==> config.mk <==
export PLATFORM = sky130hd
export DESIGN_NAME = bsac_top
export DESIGN_NICKNAME = d
export VERILOG_FILES = /design/src/bsac_pkg.sv /design/src/bsac_bar_dec.sv /design/src/bsac_sysreg_chk.sv /design/src/bsac_top.sv
export SDC_FILE = /design/constraint.sdc
export NUM_CORES = 1
export LEC_CHECK = 0
export ABC_AREA = 0
export BUFFER_PORTS_ARGS = -buffer_cell sky130_fd_sc_hd__buf_4
export CORE_ASPECT_RATIO = 0.6
export CORE_MARGIN = 3
export CORE_UTILIZATION = 46
export CTS_CLUSTER_DIAMETER = 200
export DETAILED_ROUTE_END_ITERATION = 6
export GPL_TIMING_DRIVEN = 0
export PLACE_DENSITY = 0.72
export SLEW_MARGIN = 20
export SYNTH_ARGS = -nofsm -noshare
export SYNTH_HDL_FRONTEND = slang
export SYNTH_SLANG_ARGS = --single-unit
==> constraint.sdc <==
create_clock -name pclk -period 3.2 [get_ports pclk]
set_clock_uncertainty 0.15 [all_clocks]
set_input_delay 0.32 -clock pclk [delete_from_list [all_inputs] [get_ports pclk]]
set_output_delay 0.32 -clock pclk [all_outputs]
set_load 0.005 [all_outputs]
==> src/bsac_pkg.sv <==
// shared constants and types for the barrier decoder and register access checker
// Functional notes
// - full barrier holds later instructions until all earlier memory accesses complete
// - full barrier at hyp level orders accesses of every level and machine tag
// - full barrier below hyp level acts as sync barrier, full system, reads and writes
// - full barrier is sync barrier with option 12, wide and compact forms
// - wide form is unconditional; no condition check applied
// - unlisted register encodings are unassigned
// - process id legacy reads zero, ignores writes at hyp/kernel; none at user
// - counter frequency read/write at hyp, read-only at kernel and user
// - physical count read-only at hyp, configurable at kernel and user; reads gated by counter read bit, writes always refused
// - debug tx internal write-only, debug rx internal read-only at all levels
// - debug link return and saved status read/write at all levels
// - os lock access write-only at hyp and kernel, none at user
// - float status control is configurable at all levels
// - hyp config read/write at hyp, none below
// - option twelve is full barrier only at hyp; else full system sync barrier
// - reserved or unimplemented options act as full system sync barrier
package bsac_pkg;
    localparam logic [1:0] LVL_USER = 2'h0;
    localparam logic [1:0] LVL_KERN = 2'h1;
    localparam logic [1:0] LVL_HYP = 2'h2;
    localparam logic [11:0] WIDE_HI = 12'hF57;
    localparam logic [11:0] CMPT_HI = 12'hF3B;
    localparam logic [1:0] CMPT_MID = 2'h2;
    localparam logic [3:0] BAR_NIB = 4'h4;
    localparam logic [3:0] OPT_FULL_BAR = 4'hC;
    localparam logic [3:0] OPT_LD = 4'hD;
    localparam logic [3:0] OPT_ST = 4'hE;
    localparam logic [3:0] OPT_ISH = 4'hB;
    localparam logic [3:0] OPT_ISHST = 4'hA;
    localparam logic [3:0] OPT_ISHLD = 4'h9;
    localparam logic [3:0] OPT_NSH = 4'h7;
    localparam logic [3:0] OPT_NSHST = 4'h6;
    localparam logic [3:0] OPT_NSHLD = 4'h5;
    localparam logic [3:0] OPT_OSH = 4'h3;
    localparam logic [3:0] OPT_OSHST = 4'h2;
    localparam logic [3:0] OPT_OSHLD = 4'h1;
    localparam logic [5:0] SR_PROC_ID_LEGACY = 6'h01;
    localparam logic [5:0] SR_CNT_FREQ = 6'h02;
    localparam logic [5:0] SR_PHYS_COUNT = 6'h03;
    localparam logic [5:0] SR_DBG_TX_INT = 6'h04;
    localparam logic [5:0] SR_DBG_RX_INT = 6'h05;
    localparam logic [5:0] SR_HYP_RGN_INFO = 6'h06;
    localparam logic [5:0] SR_HYP_RGN_SEL = 6'h07;
    localparam logic [5:0] SR_HYP_RGN_BASE = 6'h08;
    localparam logic [5:0] SR_HYP_RGN_BASE_N = 6'h09;
    localparam logic [5:0] SR_HYP_RGN_LIM = 6'h0A;
    localparam logic [5:0] SR_HYP_RGN_LIM_N = 6'h0B;
    localparam logic [5:0] SR_HYP_RGN_EN = 6'h0C;
    localparam logic [5:0] SR_DBG_LINK_RET = 6'h0D;
    localparam logic [5:0] SR_DBG_SAVED_ST = 6'h0E;
    localparam logic [5:0] SR_OS_LOCK_ACC = 6'h0F;
    localparam logic [5:0] SR_FLOAT_STAT = 6'h10;
    localparam logic [5:0] SR_HYP_CONFIG = 6'h11;
    localparam logic [11:0] ADDR_CFG = 12'h000;
    localparam logic [11:0] ADDR_STATUS = 12'h004;
    localparam logic [11:0] ADDR_FULL_CNT = 12'h008;
    localparam logic [11:0] ADDR_UNDEF_CNT = 12'h00C;
    localparam int CFG_CNT_RD_BIT = 0;
    localparam int CFG_CNT_WR_BIT = 1;
    localparam int CFG_FP_BIT = 2;
    localparam logic [2:0] CFG_RESET = 3'h0;
    localparam int STAT_STALL_BIT = 0;
    localparam int STAT_LAST_FULL_BIT = 1;
    localparam int STAT_LAST_UNDEF_BIT = 2;
    typedef enum logic [1:0] {DOM_NSH, DOM_ISH, DOM_OSH, DOM_SYS} bsac_domain_e;
    typedef enum logic [1:0] {TYP_RD, TYP_WR, TYP_ALL} bsac_types_e;
    typedef enum logic [2:0] {ACC_RW, ACC_RO, ACC_WO, ACC_ZERO, ACC_CFG, ACC_NONE} bsac_acc_e;
    typedef struct packed {
        logic full;
        logic all_ctx;
        bsac_domain_e domain;
        bsac_types_e types;
    } bsac_bar_s;
    typedef struct packed {
        logic [5:0] id;
        logic wr;
    } bsac_sreq_s;
    typedef struct packed {
        logic ok;
        logic undef;
        logic rdzero;
    } bsac_sres_s;
endpackage

==> src/bsac_bar_dec.sv <==
// sync barrier decoder with full-barrier alias
`timescale 1ns/1ns
module bsac_bar_dec (
    input wire logic [31:0] instr,
    input wire logic compact,
    input wire logic [1:0] level,
    output logic hit,
    output logic [3:0] opt,
    output bsac_pkg::bsac_bar_s bar
);
    function automatic bsac_pkg::bsac_bar_s opt_map(input logic [3:0] o, input logic hyp);
        bsac_pkg::bsac_bar_s b;
        b = '{full: 1'b0, all_ctx: 1'b0, domain: bsac_pkg::DOM_SYS, types: bsac_pkg::TYP_ALL};
        unique case (o)
            bsac_pkg::OPT_OSHLD: b.domain = bsac_pkg::DOM_OSH;
            bsac_pkg::OPT_OSHST: b.domain = bsac_pkg::DOM_OSH;
            bsac_pkg::OPT_OSH: b.domain = bsac_pkg::DOM_OSH;
            bsac_pkg::OPT_NSHLD: b.domain = bsac_pkg::DOM_NSH;
            bsac_pkg::OPT_NSHST: b.domain = bsac_pkg::DOM_NSH;
            bsac_pkg::OPT_NSH: b.domain = bsac_pkg::DOM_NSH;
            bsac_pkg::OPT_ISHLD: b.domain = bsac_pkg::DOM_ISH;
            bsac_pkg::OPT_ISHST: b.domain = bsac_pkg::DOM_ISH;
            bsac_pkg::OPT_ISH: b.domain = bsac_pkg::DOM_ISH;
            default: b.domain = bsac_pkg::DOM_SYS;
        endcase
        if (o == bsac_pkg::OPT_OSHLD || o == bsac_pkg::OPT_NSHLD || o == bsac_pkg::OPT_ISHLD
            || o == bsac_pkg::OPT_LD)
        begin
            b.types = bsac_pkg::TYP_RD;
        end
        if (o == bsac_pkg::OPT_OSHST || o == bsac_pkg::OPT_NSHST || o == bsac_pkg::OPT_ISHST
            || o == bsac_pkg::OPT_ST)
        begin
            b.types = bsac_pkg::TYP_WR;
        end
        // only hyp gets the stronger barrier; below it the default is already full system
        b.full = (o == bsac_pkg::OPT_FULL_BAR) && hyp;
        b.all_ctx = b.full;
        return b;
    endfunction

    always_comb
    begin
        // should-be-one/zero bits are not checked
        if (compact)
        begin
            hit = instr[31:20] == bsac_pkg::CMPT_HI && instr[15:14] == bsac_pkg::CMPT_MID
                && !instr[12] && instr[7:4] == bsac_pkg::BAR_NIB;
        end
        else
        begin
            hit = instr[31:20] == bsac_pkg::WIDE_HI && instr[7:4] == bsac_pkg::BAR_NIB;
        end
        opt = instr[3:0];
        bar = opt_map(instr[3:0], level == bsac_pkg::LVL_HYP);
    end
endmodule // bsac_bar_dec

==> src/bsac_sysreg_chk.sv <==
// system register access permission checker
`timescale 1ns/1ns
module bsac_sysreg_chk (
    input bsac_pkg::bsac_sreq_s req,
    input wire logic [1:0] level,
    input wire logic [2:0] cfg,
    output bsac_pkg::bsac_sres_s res
);
    function automatic bsac_pkg::bsac_acc_e perm(input logic [5:0] id, input logic [1:0] lv);
        logic hyp;
        logic kern;
        bsac_pkg::bsac_acc_e a;
        hyp = lv == bsac_pkg::LVL_HYP;
        kern = lv == bsac_pkg::LVL_KERN;
        a = bsac_pkg::ACC_NONE;
        unique case (id)
            bsac_pkg::SR_PROC_ID_LEGACY: a = (hyp || kern) ? bsac_pkg::ACC_ZERO
                : bsac_pkg::ACC_NONE;
            bsac_pkg::SR_CNT_FREQ: a = hyp ? bsac_pkg::ACC_RW : bsac_pkg::ACC_RO;
            bsac_pkg::SR_PHYS_COUNT: a = hyp ? bsac_pkg::ACC_RO : bsac_pkg::ACC_CFG;
            bsac_pkg::SR_DBG_TX_INT: a = bsac_pkg::ACC_WO;
            bsac_pkg::SR_DBG_RX_INT: a = bsac_pkg::ACC_RO;
            bsac_pkg::SR_HYP_RGN_INFO: a = hyp ? bsac_pkg::ACC_RO : bsac_pkg::ACC_NONE;
            bsac_pkg::SR_HYP_RGN_SEL, bsac_pkg::SR_HYP_RGN_BASE, bsac_pkg::SR_HYP_RGN_BASE_N,
            bsac_pkg::SR_HYP_RGN_LIM, bsac_pkg::SR_HYP_RGN_LIM_N, bsac_pkg::SR_HYP_RGN_EN:
                a = hyp ? bsac_pkg::ACC_RW : bsac_pkg::ACC_NONE;
            bsac_pkg::SR_DBG_LINK_RET, bsac_pkg::SR_DBG_SAVED_ST: a = bsac_pkg::ACC_RW;
            bsac_pkg::SR_OS_LOCK_ACC: a = (hyp || kern) ? bsac_pkg::ACC_WO
                : bsac_pkg::ACC_NONE;
            bsac_pkg::SR_FLOAT_STAT: a = bsac_pkg::ACC_CFG;
            bsac_pkg::SR_HYP_CONFIG: a = hyp ? bsac_pkg::ACC_RW : bsac_pkg::ACC_NONE;
            default: a = bsac_pkg::ACC_NONE;
        endcase
        return a;
    endfunction

    bsac_pkg::bsac_acc_e acc;
    logic cfg_ok;

    always_comb
    begin
        acc = perm(req.id, level);
        // configurable entries resolve through the counter read and float enable bits; physical count writes are always refused
        if (req.id == bsac_pkg::SR_FLOAT_STAT)
        begin
            cfg_ok = cfg[bsac_pkg::CFG_FP_BIT];
        end
        else
        begin
            cfg_ok = req.wr ? 1'b0 : cfg[bsac_pkg::CFG_CNT_RD_BIT];
        end
        res.rdzero = acc == bsac_pkg::ACC_ZERO && !req.wr;
        unique case (acc)
            bsac_pkg::ACC_RW: res.ok = 1'b1;
            bsac_pkg::ACC_RO: res.ok = !req.wr;
            bsac_pkg::ACC_WO: res.ok = req.wr;
            bsac_pkg::ACC_ZERO: res.ok = 1'b1;
            bsac_pkg::ACC_CFG: res.ok = cfg_ok;
            default: res.ok = 1'b0;
        endcase
        res.undef = !res.ok;
    end
endmodule // bsac_sysreg_chk

==> src/bsac_top.sv <==
// decode-stage barrier handling and system register access check with apb registers
`timescale 1ns/1ns
module bsac_top (
    input wire logic pclk,
    input wire logic presetn,
    input wire logic psel,
    input wire logic penable,
    input wire logic pwrite,
    input wire logic [11:0] paddr,
    input wire logic [31:0] pwdata,
    output logic [31:0] prdata,
    output logic pready,
    output logic pslverr,
    input wire logic instr_valid,
    input wire logic [31:0] instr_word,
    input wire logic instr_compact,
    input wire logic cond_pass,
    input wire logic [1:0] cur_level,
    output logic instr_ready,
    input wire logic sreq_valid,
    input bsac_pkg::bsac_sreq_s sreq,
    output logic sres_valid,
    output bsac_pkg::bsac_sres_s sres,
    input wire logic mem_idle,
    output logic bar_req,
    output bsac_pkg::bsac_bar_s bar_info,
    output logic stall
);
    logic [31:0] prdata_ff;
    logic pready_ff;
    logic pslverr_ff;
    logic [2:0] cfg_ff;
    logic [31:0] full_cnt_ff;
    logic [31:0] undef_cnt_ff;
    logic last_undef_ff;
    logic instr_ready_ff;
    logic bar_req_ff;
    bsac_pkg::bsac_bar_s bar_ff;
    logic stall_ff;
    logic sres_valid_ff;
    bsac_pkg::bsac_sres_s sres_ff;
    logic dec_hit;
    logic [3:0] dec_opt;
    bsac_pkg::bsac_bar_s dec_bar;
    bsac_pkg::bsac_sres_s chk_res;
    logic instr_fire;
    logic bar_fire;
    logic sreq_fire;
    logic setup;
    logic nxt_stall;

    assign prdata = prdata_ff;
    assign pready = pready_ff;
    assign pslverr = pslverr_ff;
    assign instr_ready = instr_ready_ff;
    assign bar_req = bar_req_ff;
    assign bar_info = bar_ff;
    assign stall = stall_ff;
    assign sres_valid = sres_valid_ff;
    assign sres = sres_ff;

    bsac_bar_dec u_bar_dec (
        .instr(instr_word),
        .compact(instr_compact),
        .level(cur_level),
        .hit(dec_hit),
        .opt(dec_opt),
        .bar(dec_bar)
    );

    bsac_sysreg_chk u_sysreg_chk (
        .req(sreq),
        .level(cur_level),
        .cfg(cfg_ff),
        .res(chk_res)
    );

    assign setup = psel && !penable;
    assign instr_fire = instr_valid && instr_ready_ff;
    // compact form may sit in a conditional block; wide form never checks the condition
    assign bar_fire = instr_fire && dec_hit && (!instr_compact || cond_pass);
    assign sreq_fire = sreq_valid && instr_ready_ff;

    // apb slave: zero wait states, data and status prepared in the setup cycle
    always_ff @(posedge pclk or negedge presetn)
    begin
        if (!presetn)
        begin
            pready_ff <= 1'b0;
            pslverr_ff <= 1'b0;
            prdata_ff <= 32'h00000000;
        end
        else
        begin
            pready_ff <= setup;
            pslverr_ff <= 1'b0;
            prdata_ff <= 32'h00000000;
            if (setup)
            begin
                unique case (paddr)
                    bsac_pkg::ADDR_CFG: prdata_ff <= {29'h00000000, cfg_ff};
                    bsac_pkg::ADDR_STATUS: prdata_ff <= {29'h00000000, last_undef_ff,
                        bar_ff.full, stall_ff};
                    bsac_pkg::ADDR_FULL_CNT: prdata_ff <= full_cnt_ff;
                    bsac_pkg::ADDR_UNDEF_CNT: prdata_ff <= undef_cnt_ff;
                    default: pslverr_ff <= 1'b1;
                endcase
            end
        end
    end

    always_ff @(posedge pclk or negedge presetn)
    begin
        if (!presetn)
        begin
            cfg_ff <= bsac_pkg::CFG_RESET;
        end
        else if (psel && penable && pready_ff && pwrite && paddr == bsac_pkg::ADDR_CFG)
        begin
            cfg_ff <= pwdata[2:0];
        end
    end

    // barrier issue and stall towards fetch
    always_comb
    begin
        nxt_stall = stall_ff;
        if (bar_fire)
        begin
            nxt_stall = 1'b1;
        end
        else if (mem_idle)
        begin
            nxt_stall = 1'b0;
        end
    end

    always_ff @(posedge pclk or negedge presetn)
    begin
        if (!presetn)
        begin
            stall_ff <= 1'b0;
            instr_ready_ff <= 1'b0;
            bar_req_ff <= 1'b0;
            bar_ff <= '{full: 1'b0, all_ctx: 1'b0, domain: bsac_pkg::DOM_SYS,
                types: bsac_pkg::TYP_ALL};
        end
        else
        begin
            stall_ff <= nxt_stall;
            // ready drops the cycle after a barrier is taken, so nothing later slips past
            instr_ready_ff <= !nxt_stall;
            bar_req_ff <= bar_fire;
            if (bar_fire)
            begin
                bar_ff <= dec_bar;
            end
        end
    end

    always_ff @(posedge pclk or negedge presetn)
    begin
        if (!presetn)
        begin
            full_cnt_ff <= 32'h00000000;
        end
        else if (bar_fire && dec_bar.full)
        begin
            full_cnt_ff <= full_cnt_ff + 32'h00000001;
        end
    end

    // register access result, one cycle after the request
    always_ff @(posedge pclk or negedge presetn)
    begin
        if (!presetn)
        begin
            sres_valid_ff <= 1'b0;
            sres_ff <= '{ok: 1'b0, undef: 1'b0, rdzero: 1'b0};
            last_undef_ff <= 1'b0;
            undef_cnt_ff <= 32'h00000000;
        end
        else
        begin
            sres_valid_ff <= sreq_fire;
            if (sreq_fire)
            begin
                sres_ff <= chk_res;
                last_undef_ff <= chk_res.undef;
                if (chk_res.undef)
                begin
                    undef_cnt_ff <= undef_cnt_ff + 32'h00000001;
                end
            end
        end
    end
endmodule // bsac_top

==> results of run 1 <==
per-stage QoR:
stage	area [sq um]	power, mW	std cells
after CTS	6892	3.490	791
after global placement	6321	1.810	755
after global routing	6935	3.609	793
after detailed placement	6325	1.826	755
after floorplan	5369	1.677	499
final	6935	3.472	793
flip-flops by register name (all words and copies together), names as in the netlist:
signal	flops
full_cnt_ff	32
prdata	32
undef_cnt_ff	32
bar_info	5
cfg_ff	3
sres	3
bar_req	1
instr_ready	1
pready	1
pslverr	1
sres_valid	1
stall	1
area by class of cell:
type                    count  area (sq um)  area share (%)
flip-flops and latches    113          2831           40.83
multi-input cells         351          2382           34.35
repair buffers            107         839.6           12.11
clock buffers              22         464.2           6.693
well taps                 155         193.9           2.796
plain buffers              23         116.4           1.678
clock inverters            10         62.56          0.9020
inverters                  12         45.04          0.6495
worst max-delay path, stage by stage:
cell and delay (ns):
buf_4 0.11, or4b_1 0.52, nor4_1 0.30, o2111a_2 0.35
nand4_1 0.17, nor3_2 0.74, nand4_1 0.37, xnor2_1 0.22
synth_stat cells, types with 11 or more instances:
| master | n |
|---|---|
| dfrtp_1 | 110 |
| inv_1 | 11 |
| xnor2_1 | 27 |
| o21ai_0 | 11 |
| a22oi_1 | 29 |
| nor2_1 | 48 |
| xor2_1 | 37 |
| nand3_1 | 28 |
| nor3_1 | 24 |
| clkbuf_1 | 11 |
| nand2_1 | 32 |
| and3_1 | 11 |
| nand4_1 | 16 |
metal layers:
metal | wire, um | share of wire (%) | vias up
li1 | - | - | 2038
met1 | 6749 | 49 | 2135
met2 | 5781 | 42 | 165
met3 | 995 | 7.3 | 21
met4 | 176 | 1.3 | 2
met5 | 13 | 0.095 | -
cells by family after synthesis:
family	count (synthesis)	synth area share (%)
and+or+nand+nor	219	22.96
AOI/OAI and AO/OA	57	7.854
buffers and inverters	35	3.006
muxes	8	2.307
xor gates and xnor gates	64	10.44
adders and majority gates	3	0.6992
DFF	113	52.74
how the worst max path moves through the flow:
| stage | startpoint | to | slack (ns) | cells past startpoint |
|---|---|---|---|---|
| after CTS | instr_ready$_DFF_PN0_ | full_cnt_ff[31]$_DFFE_PN0P_ | 0.28 | 7 |
| after detailed placement | instr_word[5] | full_cnt_ff[31]$_DFFE_PN0P_ | -0.14 | 8 |
| after global routing | instr_ready$_DFF_PN0_ | full_cnt_ff[31]$_DFFE_PN0P_ | 0.005 | 7 |
| after global placement | instr_word[5] | full_cnt_ff[31]$_DFFE_PN0P_ | -0.16 | 8 |
| final | instr_word[5] | full_cnt_ff[31]$_DFFE_PN0P_ | 0.24 | 8 |
| after floorplan | cur_level[0] | undef_cnt_ff[1]$_DFFE_PN0P_ | 0.52 | 9 |
where the power goes:
part	leakage, nW	internal [mW]	total, mW	switching [mW]
Sequential	1.53	1.48	1.55	0.0731
Combinational	1.49	0.133	0.268	0.134
Clock	0.248	1.02	1.66	0.638
Total	3.27	2.63	3.47	0.845
==> impl_metrics.yaml, run 1 <==
run_status:
  outcome: "finished clean"
power:
  powerDensity_nw_per_um2: 500.6
  ir_worst_vdd_mv: 0.4345
  p_leak_nw: 3.267
final_layout:
  num_antenna_cells: 0
  fin_util_pct: 63.29
  layout_common_cells: "dfrtp_1 (110), buf_4 (104), nor2_1 (48), xor2_1 (37), nand2_1 (32)"
  final_common_cell: "dfrtp_1"
  n_fill_cell: 921
  fin_nets: 723
  final_layout_size_suffix_gt1_share_pct: 26.80
  areaGrowthSynthToFinish_pct: 29.18
sta:
  finalHoldViolations: 0
  period_share_pct: 92.49
  fin_tns_setup_ns: 0
  maxSlewHeadroom_pct: 41.44
  slew_violations: 0
  fin_ws_ns: 0.2403
  finalSetupViolations: 0
  min_period_ns: 2.960
  fmax_mhz: 337.9
  grt_setup_unrepaired: "no"
  fin_hold_ws_ns: 0.01909
  tightest_slew_ns: 0.8703
floorplan:
  coreArea_sq_um: 10960
  start_util_pct: 49.00
  io_pins: 142
  dieArea_sq_um: 13050
  die-height_um: 89.69
  fp.dieW_um: 145.5
  rows: 29
global_route:
  grt_remaining_overflow: 0
  first_global_vias: 4224
  gr-max-usage-layer: "met1"
  track_usage_pct: 22.20
  use_met2_pct: 32.18
  antenna_found_initial: 1
  use_met3_pct: 6.770
  grt_max_degree: 114
  grt_pass1_wl_um: 22540
  grt_use_met1_pct: 32.34
worst_hold_path:
  hold-path-cell-count: 2
  hold_path_end: "cfg_ff[2]$_DFFE_PN0P_"
  hp-start: "pwdata[2]"
  hold_class: "input port to register"
clock_tree:
  root_buffer: "clkbuf_16"
  post_cts_buffers: 0
  cts_tree: "yes"
  cts-hold-fix-buffers: 4
  post_cts_resized: 0
  clock_latency_ns: 0.41
  clkTransAtPathRegs_ns: 0.05
  numCtsBuffers: 17
  htreeDepth: 4
  cts.path.max_buffers: 2
  cts.sinks: 113
critical_path:
  cp-end-kind: "register"
  reg2reg_depth: 7
  path_class: "input port to register"
  start_kind: "input port"
  r2r_slack_ns: 0.25
  path_max_fanout: 10
  arrival_ns: 3.10
  r2r_end: "full_cnt_ff[31]$_DFFE_PN0P_"
  required_ns: 3.34
  r2r-start: "instr_ready$_DFF_PN0_"
placed_design:
  detailed_place_hpwl_um: 9938
  globalplace.congestion: 0.8758
  port_buffers: 101
  dp_slack_ns: -0.1422
synthesis:
  async_flop_share_pct: 100.0
  yosysUniqueCellTypes: 54
  synth.top_cell.area_share_pct: 51.27
  synth_area_leaders: "dfrtp_1 (51%), xor2_1 (6.0%), xnor2_1 (4.4%)"
  ys_warn_count: 0
  synth.yosys.seq_area_share_pct: 52.74
  yosysTopAreaCell: "dfrtp_1"
  synth-edff-count: 0
  synth_cells: 499
  synth-main-ff-cell: "dfrtp_1"
  ys_ff_latch: 113
  synth.cell_area_sq_um: 5369
  syn_avg_cell_area_sq_um: 10.76
  synth_fp_nets: 597
routing:
  wl_um: 13720
  drtIter0Drc: 444
  first_pass_iters: 5
  num_vias: 4361
  detail-route-antenna-nets: 0
  drc_errors: 0
  via_per_inst: 5.499
  wl_per_cell_um: 17.30
flow_run:
  drv_cap: 0
Power figures use the tool's default switching activity.
==> inputs of run 2 (changes only) <==
--- a/config.mk
+++ b/config.mk
@@ -7,13 +7,16 @@
 export LEC_CHECK = 0
 export ABC_AREA = 0
 export BUFFER_PORTS_ARGS = -buffer_cell sky130_fd_sc_hd__buf_4
+export CELL_PAD_IN_SITES_DETAIL_PLACEMENT = 0
+export CELL_PAD_IN_SITES_GLOBAL_PLACEMENT = 1
 export CORE_ASPECT_RATIO = 0.6
 export CORE_MARGIN = 3
-export CORE_UTILIZATION = 46
+export CORE_UTILIZATION = 44
+export CTS_BUF_LIST = sky130_fd_sc_hd__clkbuf_16
 export CTS_CLUSTER_DIAMETER = 200
 export DETAILED_ROUTE_END_ITERATION = 6
 export GPL_TIMING_DRIVEN = 0
-export PLACE_DENSITY = 0.72
+export PLACE_DENSITY = 0.87
 export SLEW_MARGIN = 20
 export SYNTH_ARGS = -nofsm -noshare
 export SYNTH_HDL_FRONTEND = slang
==> run 2 against run 1 <==
Effect of this change: setup slack better by 0.15 ns; sequential share of layout area down 0.18 points; first-iteration DRC count down 15%.
==> impl_metrics.yaml, run 2 (synthesis gave the netlist of run 1 again) <==
final_layout:
  fin_util_pct: 60.06
  areaGrowthSynthToFinish_pct: 29.76
  layout_common_cells: "dfrtp_1 (110), buf_4 (104), nor2_1 (48), xor2_1 (37), nand2_1 (32)"
  final_common_cell: "dfrtp_1"
  num_antenna_cells: 0
  fin_nets: 723
  final_layout_size_suffix_gt1_share_pct: 26.02
sta:
  maxSlewHeadroom_pct: 39.56
  slew_violations: 0
  min_period_ns: 2.810
  fin_hold_ws_ns: 0.02295
  grt_setup_unrepaired: "no"
  finalHoldViolations: 0
  finalSetupViolations: 0
  fmax_mhz: 355.8
  period_share_pct: 87.82
  tightest_slew_ns: 0.9016
clock_tree:
  clkTransAtPathRegs_ns: 0.05
  htreeDepth: 4
  cts.path.max_buffers: 2
  cts_tree: "yes"
  cts.sinks: 113
  clock_latency_ns: 0.41
  numCtsBuffers: 17
  root_buffer: "clkbuf_16"
  post_cts_buffers: 0
global_route:
  track_usage_pct: 21.21
  antenna_found_initial: 0
  first_global_vias: 4338
  grt_pass1_wl_um: 22760
  grt_remaining_overflow: 0
  grt_max_degree: 114
critical_path:
  path_max_fanout: 10
  reg2reg_depth: 7
  start_kind: "input port"
  cp-end-kind: "register"
  critical_path.endpoint: "full_cnt_ff[11]$_DFFE_PN0P_"
  r2r_end: "full_cnt_ff[11]$_DFFE_PN0P_"
  r2r-start: "instr_ready$_DFF_PN0_"
  required_ns: 3.34
  critical_path.startpoint: "instr_word[5]"
  path_class: "input port to register"
  arrival_ns: 2.95
  r2r_slack_ns: 0.41
flow_run:
  drv_cap: 0
power:
  p_leak_nw: 3.313
  comb_power_share_pct: 7.5
  power_switching_mw: 0.8378
  ir_worst_vdd_mv: 0.4059
  seqPwrFrac_pct: 42.4
  power.internal_mw: 2.802
  power.share.clock_pct: 50.1
  netSwitchingFraction_pct: 23.02
  powerDensity_nw_per_um2: 522.4
floorplan:
  die-height_um: 91.57
  coreArea_sq_um: 11600
  io_pins: 142
  fp.dieW_um: 148.6
  dieArea_sq_um: 13610
  start_util_pct: 46.29
  rows: 30
placed_design:
  globalplace.congestion: 0.8705
  port_buffers: 101
  detailed_place_hpwl_um: 9648
routing:
  via_per_inst: 5.501
  drc_errors: 0
  wl_um: 13990
  num_vias: 4390
  first_pass_iters: 6
  drtIter0Drc: 378
  wl_per_cell_um: 17.54
  detail-route-antenna-nets: 0
run_status:
  outcome: "finished clean"
worst_hold_path:
  hold_class: "input port to register"
[run 2: cell types whose count changed in the layout (fill, tap and decap cells not counted), moves of 2 or more]
cell,before,now
clkinvlp_4,5,0
inv_1,11,16
clkbuf_1,14,11
clkinv_1,0,2
bufinv_16,0,3
[run 2: layer usage]
layer	wire length (um)	GRT usage [%]
met5	0	0
met2	6246	30.41
met3	906	5.087
met4	119	6.072
met1	6722	31.89
[run 2: metrics by stage]
stage                     setup WS (ns)  TNS (ns)  instances  total power [mW]  area (sq um)
after global routing             0.1672         0        798             3.766          6967
final                            0.3898         0        798             3.639          6967
after floorplan                  0.5186         0        499             1.677          5369
after detailed placement       -0.03546   -0.1483        760             1.823          6331
after global placement          0.01506         0        760             1.809          6327
after CTS                        0.3883         0        798             3.656          6958
[run 2: timing repair]
action / in CTS / in global routing
resized for setup: 0 / 0
hold endpoints to repair: 115 / 0
hold buffers: 6 / 0
[run 2: worst min path at each step]
stage | from | depth (start not counted) | to | slack, ns
finish | pwdata[1] | 2 | cfg_ff[1]$_DFFE_PN0P_ | 0.02
global route | pwdata[1] | 2 | cfg_ff[1]$_DFFE_PN0P_ | 0.005
CTS | pwdata[1] | 2 | cfg_ff[1]$_DFFE_PN0P_ | 0.007
detailed placement | undef_cnt_ff[31]$_DFFE_PN0P_ | 1 | undef_cnt_ff[31]$_DFFE_PN0P_ | 0.32
global placement | undef_cnt_ff[31]$_DFFE_PN0P_ | 1 | undef_cnt_ff[31]$_DFFE_PN0P_ | 0.31
floorplan | presetn | 0 | bar_info[0]$_DFFE_PN0P_ | -0.13
[run 2: area by class of cell]
class	instances	area, sq um
flip-flops and latches	113	2831
clock buffers	17	425.4
fillers	974	4632
well taps	160	200.2
repair buffers	107	824.5
clock inverters	15	141.4
multi-input cells	351	2382
plain buffers	23	116.4
inverters	12	45.04
[run 2: power groups by stage]
stage	Clock (mW)	Sequential (mW)	Combinational [mW]
floorplan	0	1.54	0.133
global placement	0	1.56	0.249
detailed placement	0	1.56	0.259
CTS	1.84	1.54	0.275
global route	1.91	1.55	0.302
finish	1.82	1.54	0.274
[run 2: worst max-delay path, cell delays in order]
cell and delay (ns):
buf_4 0.10, or4b_1 0.51, nor4_1 0.32, o2111a_2 0.38
nand4_1 0.18, nor3_2 0.76, nand4_1 0.21, xnor2_1 0.17
==> inputs of run 3 (changes only) <==
--- a/config.mk
+++ b/config.mk
@@ -17,6 +17,7 @@
 export DETAILED_ROUTE_END_ITERATION = 6
 export GPL_TIMING_DRIVEN = 0
 export PLACE_DENSITY = 0.87
+export SETUP_SLACK_MARGIN = 0.5
 export SLEW_MARGIN = 20
 export SYNTH_ARGS = -nofsm -noshare
 export SYNTH_HDL_FRONTEND = slang
==> run 3 against run 2 <==
Effect of this change: flip-flop and latch count unchanged; core utilization up 0.55 points; clock power about the same; wire length is 0.86% higher; combinational power about the same; global-route usage grew 0.10 points; count of clock-buffer cells in the layout unchanged; die area did not move; largest cell class unchanged; largest power group unchanged.
==> impl_metrics.yaml, run 3 (synthesis gave the netlist of run 1 again) <==
floorplan:
  start_util_pct: 46.29
  coreArea_sq_um: 11600
  rows: 30
  io_pins: 142
  fp.dieW_um: 148.6
  die-height_um: 91.57
  dieArea_sq_um: 13610
clock_tree:
  clkTransAtPathRegs_ns: 0.05
  cts.sinks: 113
  htreeDepth: 4
  numCtsBuffers: 17
  cts.path.max_buffers: 2
  clock_latency_ns: 0.40
  root_buffer: "clkbuf_16"
  cts_tree: "yes"
critical_path:
  required_ns: 3.32
  r2r_slack_ns: 0.68
  r2r_end: "full_cnt_ff[28]$_DFFE_PN0P_"
  path_max_fanout: 10
  start_kind: "input port"
  reg2reg_depth: 7
  path_class: "input port to register"
  r2r-start: "full_cnt_ff[8]$_DFFE_PN0P_"
  arrival_ns: 2.74
  cp-end-kind: "register"
routing:
  detail-route-antenna-nets: 0
  drc_errors: 0
  via_per_inst: 5.493
  drtIter0Drc: 407
  first_pass_iters: 5
  drt-met1-wl_um: 6684
  top_layer_used: "met4"
  num_vias: 4389
  met2_length_um: 6300
  wl_met3_um: 1003
  wl_per_cell_um: 17.67
  wl_um: 14120
worst_hold_path:
  hold_class: "input port to register"
  hp-start: "pwdata[1]"
  hold_path_end: "cfg_ff[1]$_DFFE_PN0P_"
  hold-path-cell-count: 2
sta:
  finalSetupViolations: 0
  finalHoldViolations: 0
  fin_hold_ws_ns: 0.01825
  slew_violations: 0
  grt_setup_unrepaired: "yes"
  maxSlewHeadroom_pct: 41.35
  period_share_pct: 81.87
  fmax_mhz: 381.7
  min_period_ns: 2.620
  tightest_slew_ns: 0.8798
power:
  ir_worst_vdd_mv: 0.4088
  power.share.clock_pct: 50.0
  power_switching_mw: 0.8422
  power.internal_mw: 2.803
  powerDensity_nw_per_um2: 518.4
  power_mw: 3.645
  seqPwrFrac_pct: 42.4
  p_leak_nw: 3.357
  netSwitchingFraction_pct: 23.11
  comb_power_share_pct: 7.6
global_route:
  grt_max_degree: 114
  grt_remaining_overflow: 0
  track_usage_pct: 21.31
  antenna_found_initial: 0
  grt_pass1_wl_um: 22820
  first_global_vias: 4337
final_layout:
  fin_nets: 724
  fin_util_pct: 60.61
  layout_common_cells: "dfrtp_1 (108), buf_4 (104), nor2_1 (47), xor2_1 (37), nand2_1 (32)"
  final_layout_size_suffix_gt1_share_pct: 27.39
  final_cells: 799
  num_antenna_cells: 0
  areaGrowthSynthToFinish_pct: 30.95
  finalInstanceArea_sq_um: 7030
  final_common_cell: "dfrtp_1"
placed_design:
  port_buffers: 101
  detailed_place_hpwl_um: 9648
  globalplace.congestion: 0.8705
  dp.cells: 760
  placed_area_sq_um: 6331
flow_run:
  drv_cap: 0
run_status:
  outcome: "finished clean"
-- run 3: power groups by stage --
stage / combinational [mW] / sequential [mW] / clock, mW
floorplan: 0.133 / 1.54 / 0
global placement: 0.249 / 1.56 / 0
detailed placement: 0.259 / 1.56 / 0
CTS: 0.275 / 1.54 / 1.84
global route: 0.304 / 1.55 / 1.91
finish: 0.277 / 1.54 / 1.82
-- run 3: metal layers --
layer / GRT usage (%) / up-vias
li1: - / 2031
met1: 32.08 / 2173
met2: 30.56 / 171
met3: 5.087 / 14
met4: 6.072 / 0
met5: 0 / -
-- run 3: layout make-up --
class / count / area (sq um)
Sequential cell: 113 / 2834
Clock buffer: 17 / 425.4
Inverter: 12 / 45.04
Fill cell: 970 / 4568
Clock inverter: 15 / 141.4
Tap cell: 160 / 200.2
Timing Repair Buffer: 108 / 844.6
Buffer: 23 / 117.6
Multi-Input combinational cell: 351 / 2422
-- run 3: what timing repair did --
action,in CTS,in global routing
endpoints found under the hold margin,115,0
setup buffers,0,1
hold buffers,6,0
gates resized for setup,3,10
setup endpoints to repair,21,36
pin swaps,0,2
-- run 3: how the worst max path moves through the flow --
| stage | start | end | slack (ns) | cells after the start |
|---|---|---|---|---|
| 6_report | cur_level[0] | undef_cnt_ff[7]$_DFFE_PN0P_ | 0.58 | 10 |
| 5_1_grt | instr_ready$_DFF_PN0_ | full_cnt_ff[27]$_DFFE_PN0P_ | 0.43 | 7 |
| 4_1_cts | cur_level[0] | undef_cnt_ff[1]$_DFFE_PN0P_ | 0.49 | 10 |
| 3_5_place_dp | instr_word[5] | full_cnt_ff[11]$_DFFE_PN0P_ | -0.04 | 8 |
| 3_3_place_gp | instr_word[5] | full_cnt_ff[31]$_DFFE_PN0P_ | 0.02 | 8 |
| 2_1_floorplan | cur_level[0] | undef_cnt_ff[1]$_DFFE_PN0P_ | 0.52 | 9 |
-- run 3: metrics by stage --
step / setup WS [ns] / setup TNS [ns]
after CTS: 0.4868 / 0
final: 0.5803 / 0
after detailed placement: -0.03546 / -0.1483
after global routing: 0.4280 / 0
after floorplan: 0.5186 / 0
after global placement: 0.01506 / 0
-- run 3: critical path, cell delays in order --
cell	delay, ns
buf_4	0.11
inv_1	0.05
ha_2	0.30
or3b_2	0.45
a211oi_1	0.23
o21a_1	0.19
a21o_1	0.27
buf_1	0.48
nor3_1	0.16
xor2_1	0.18
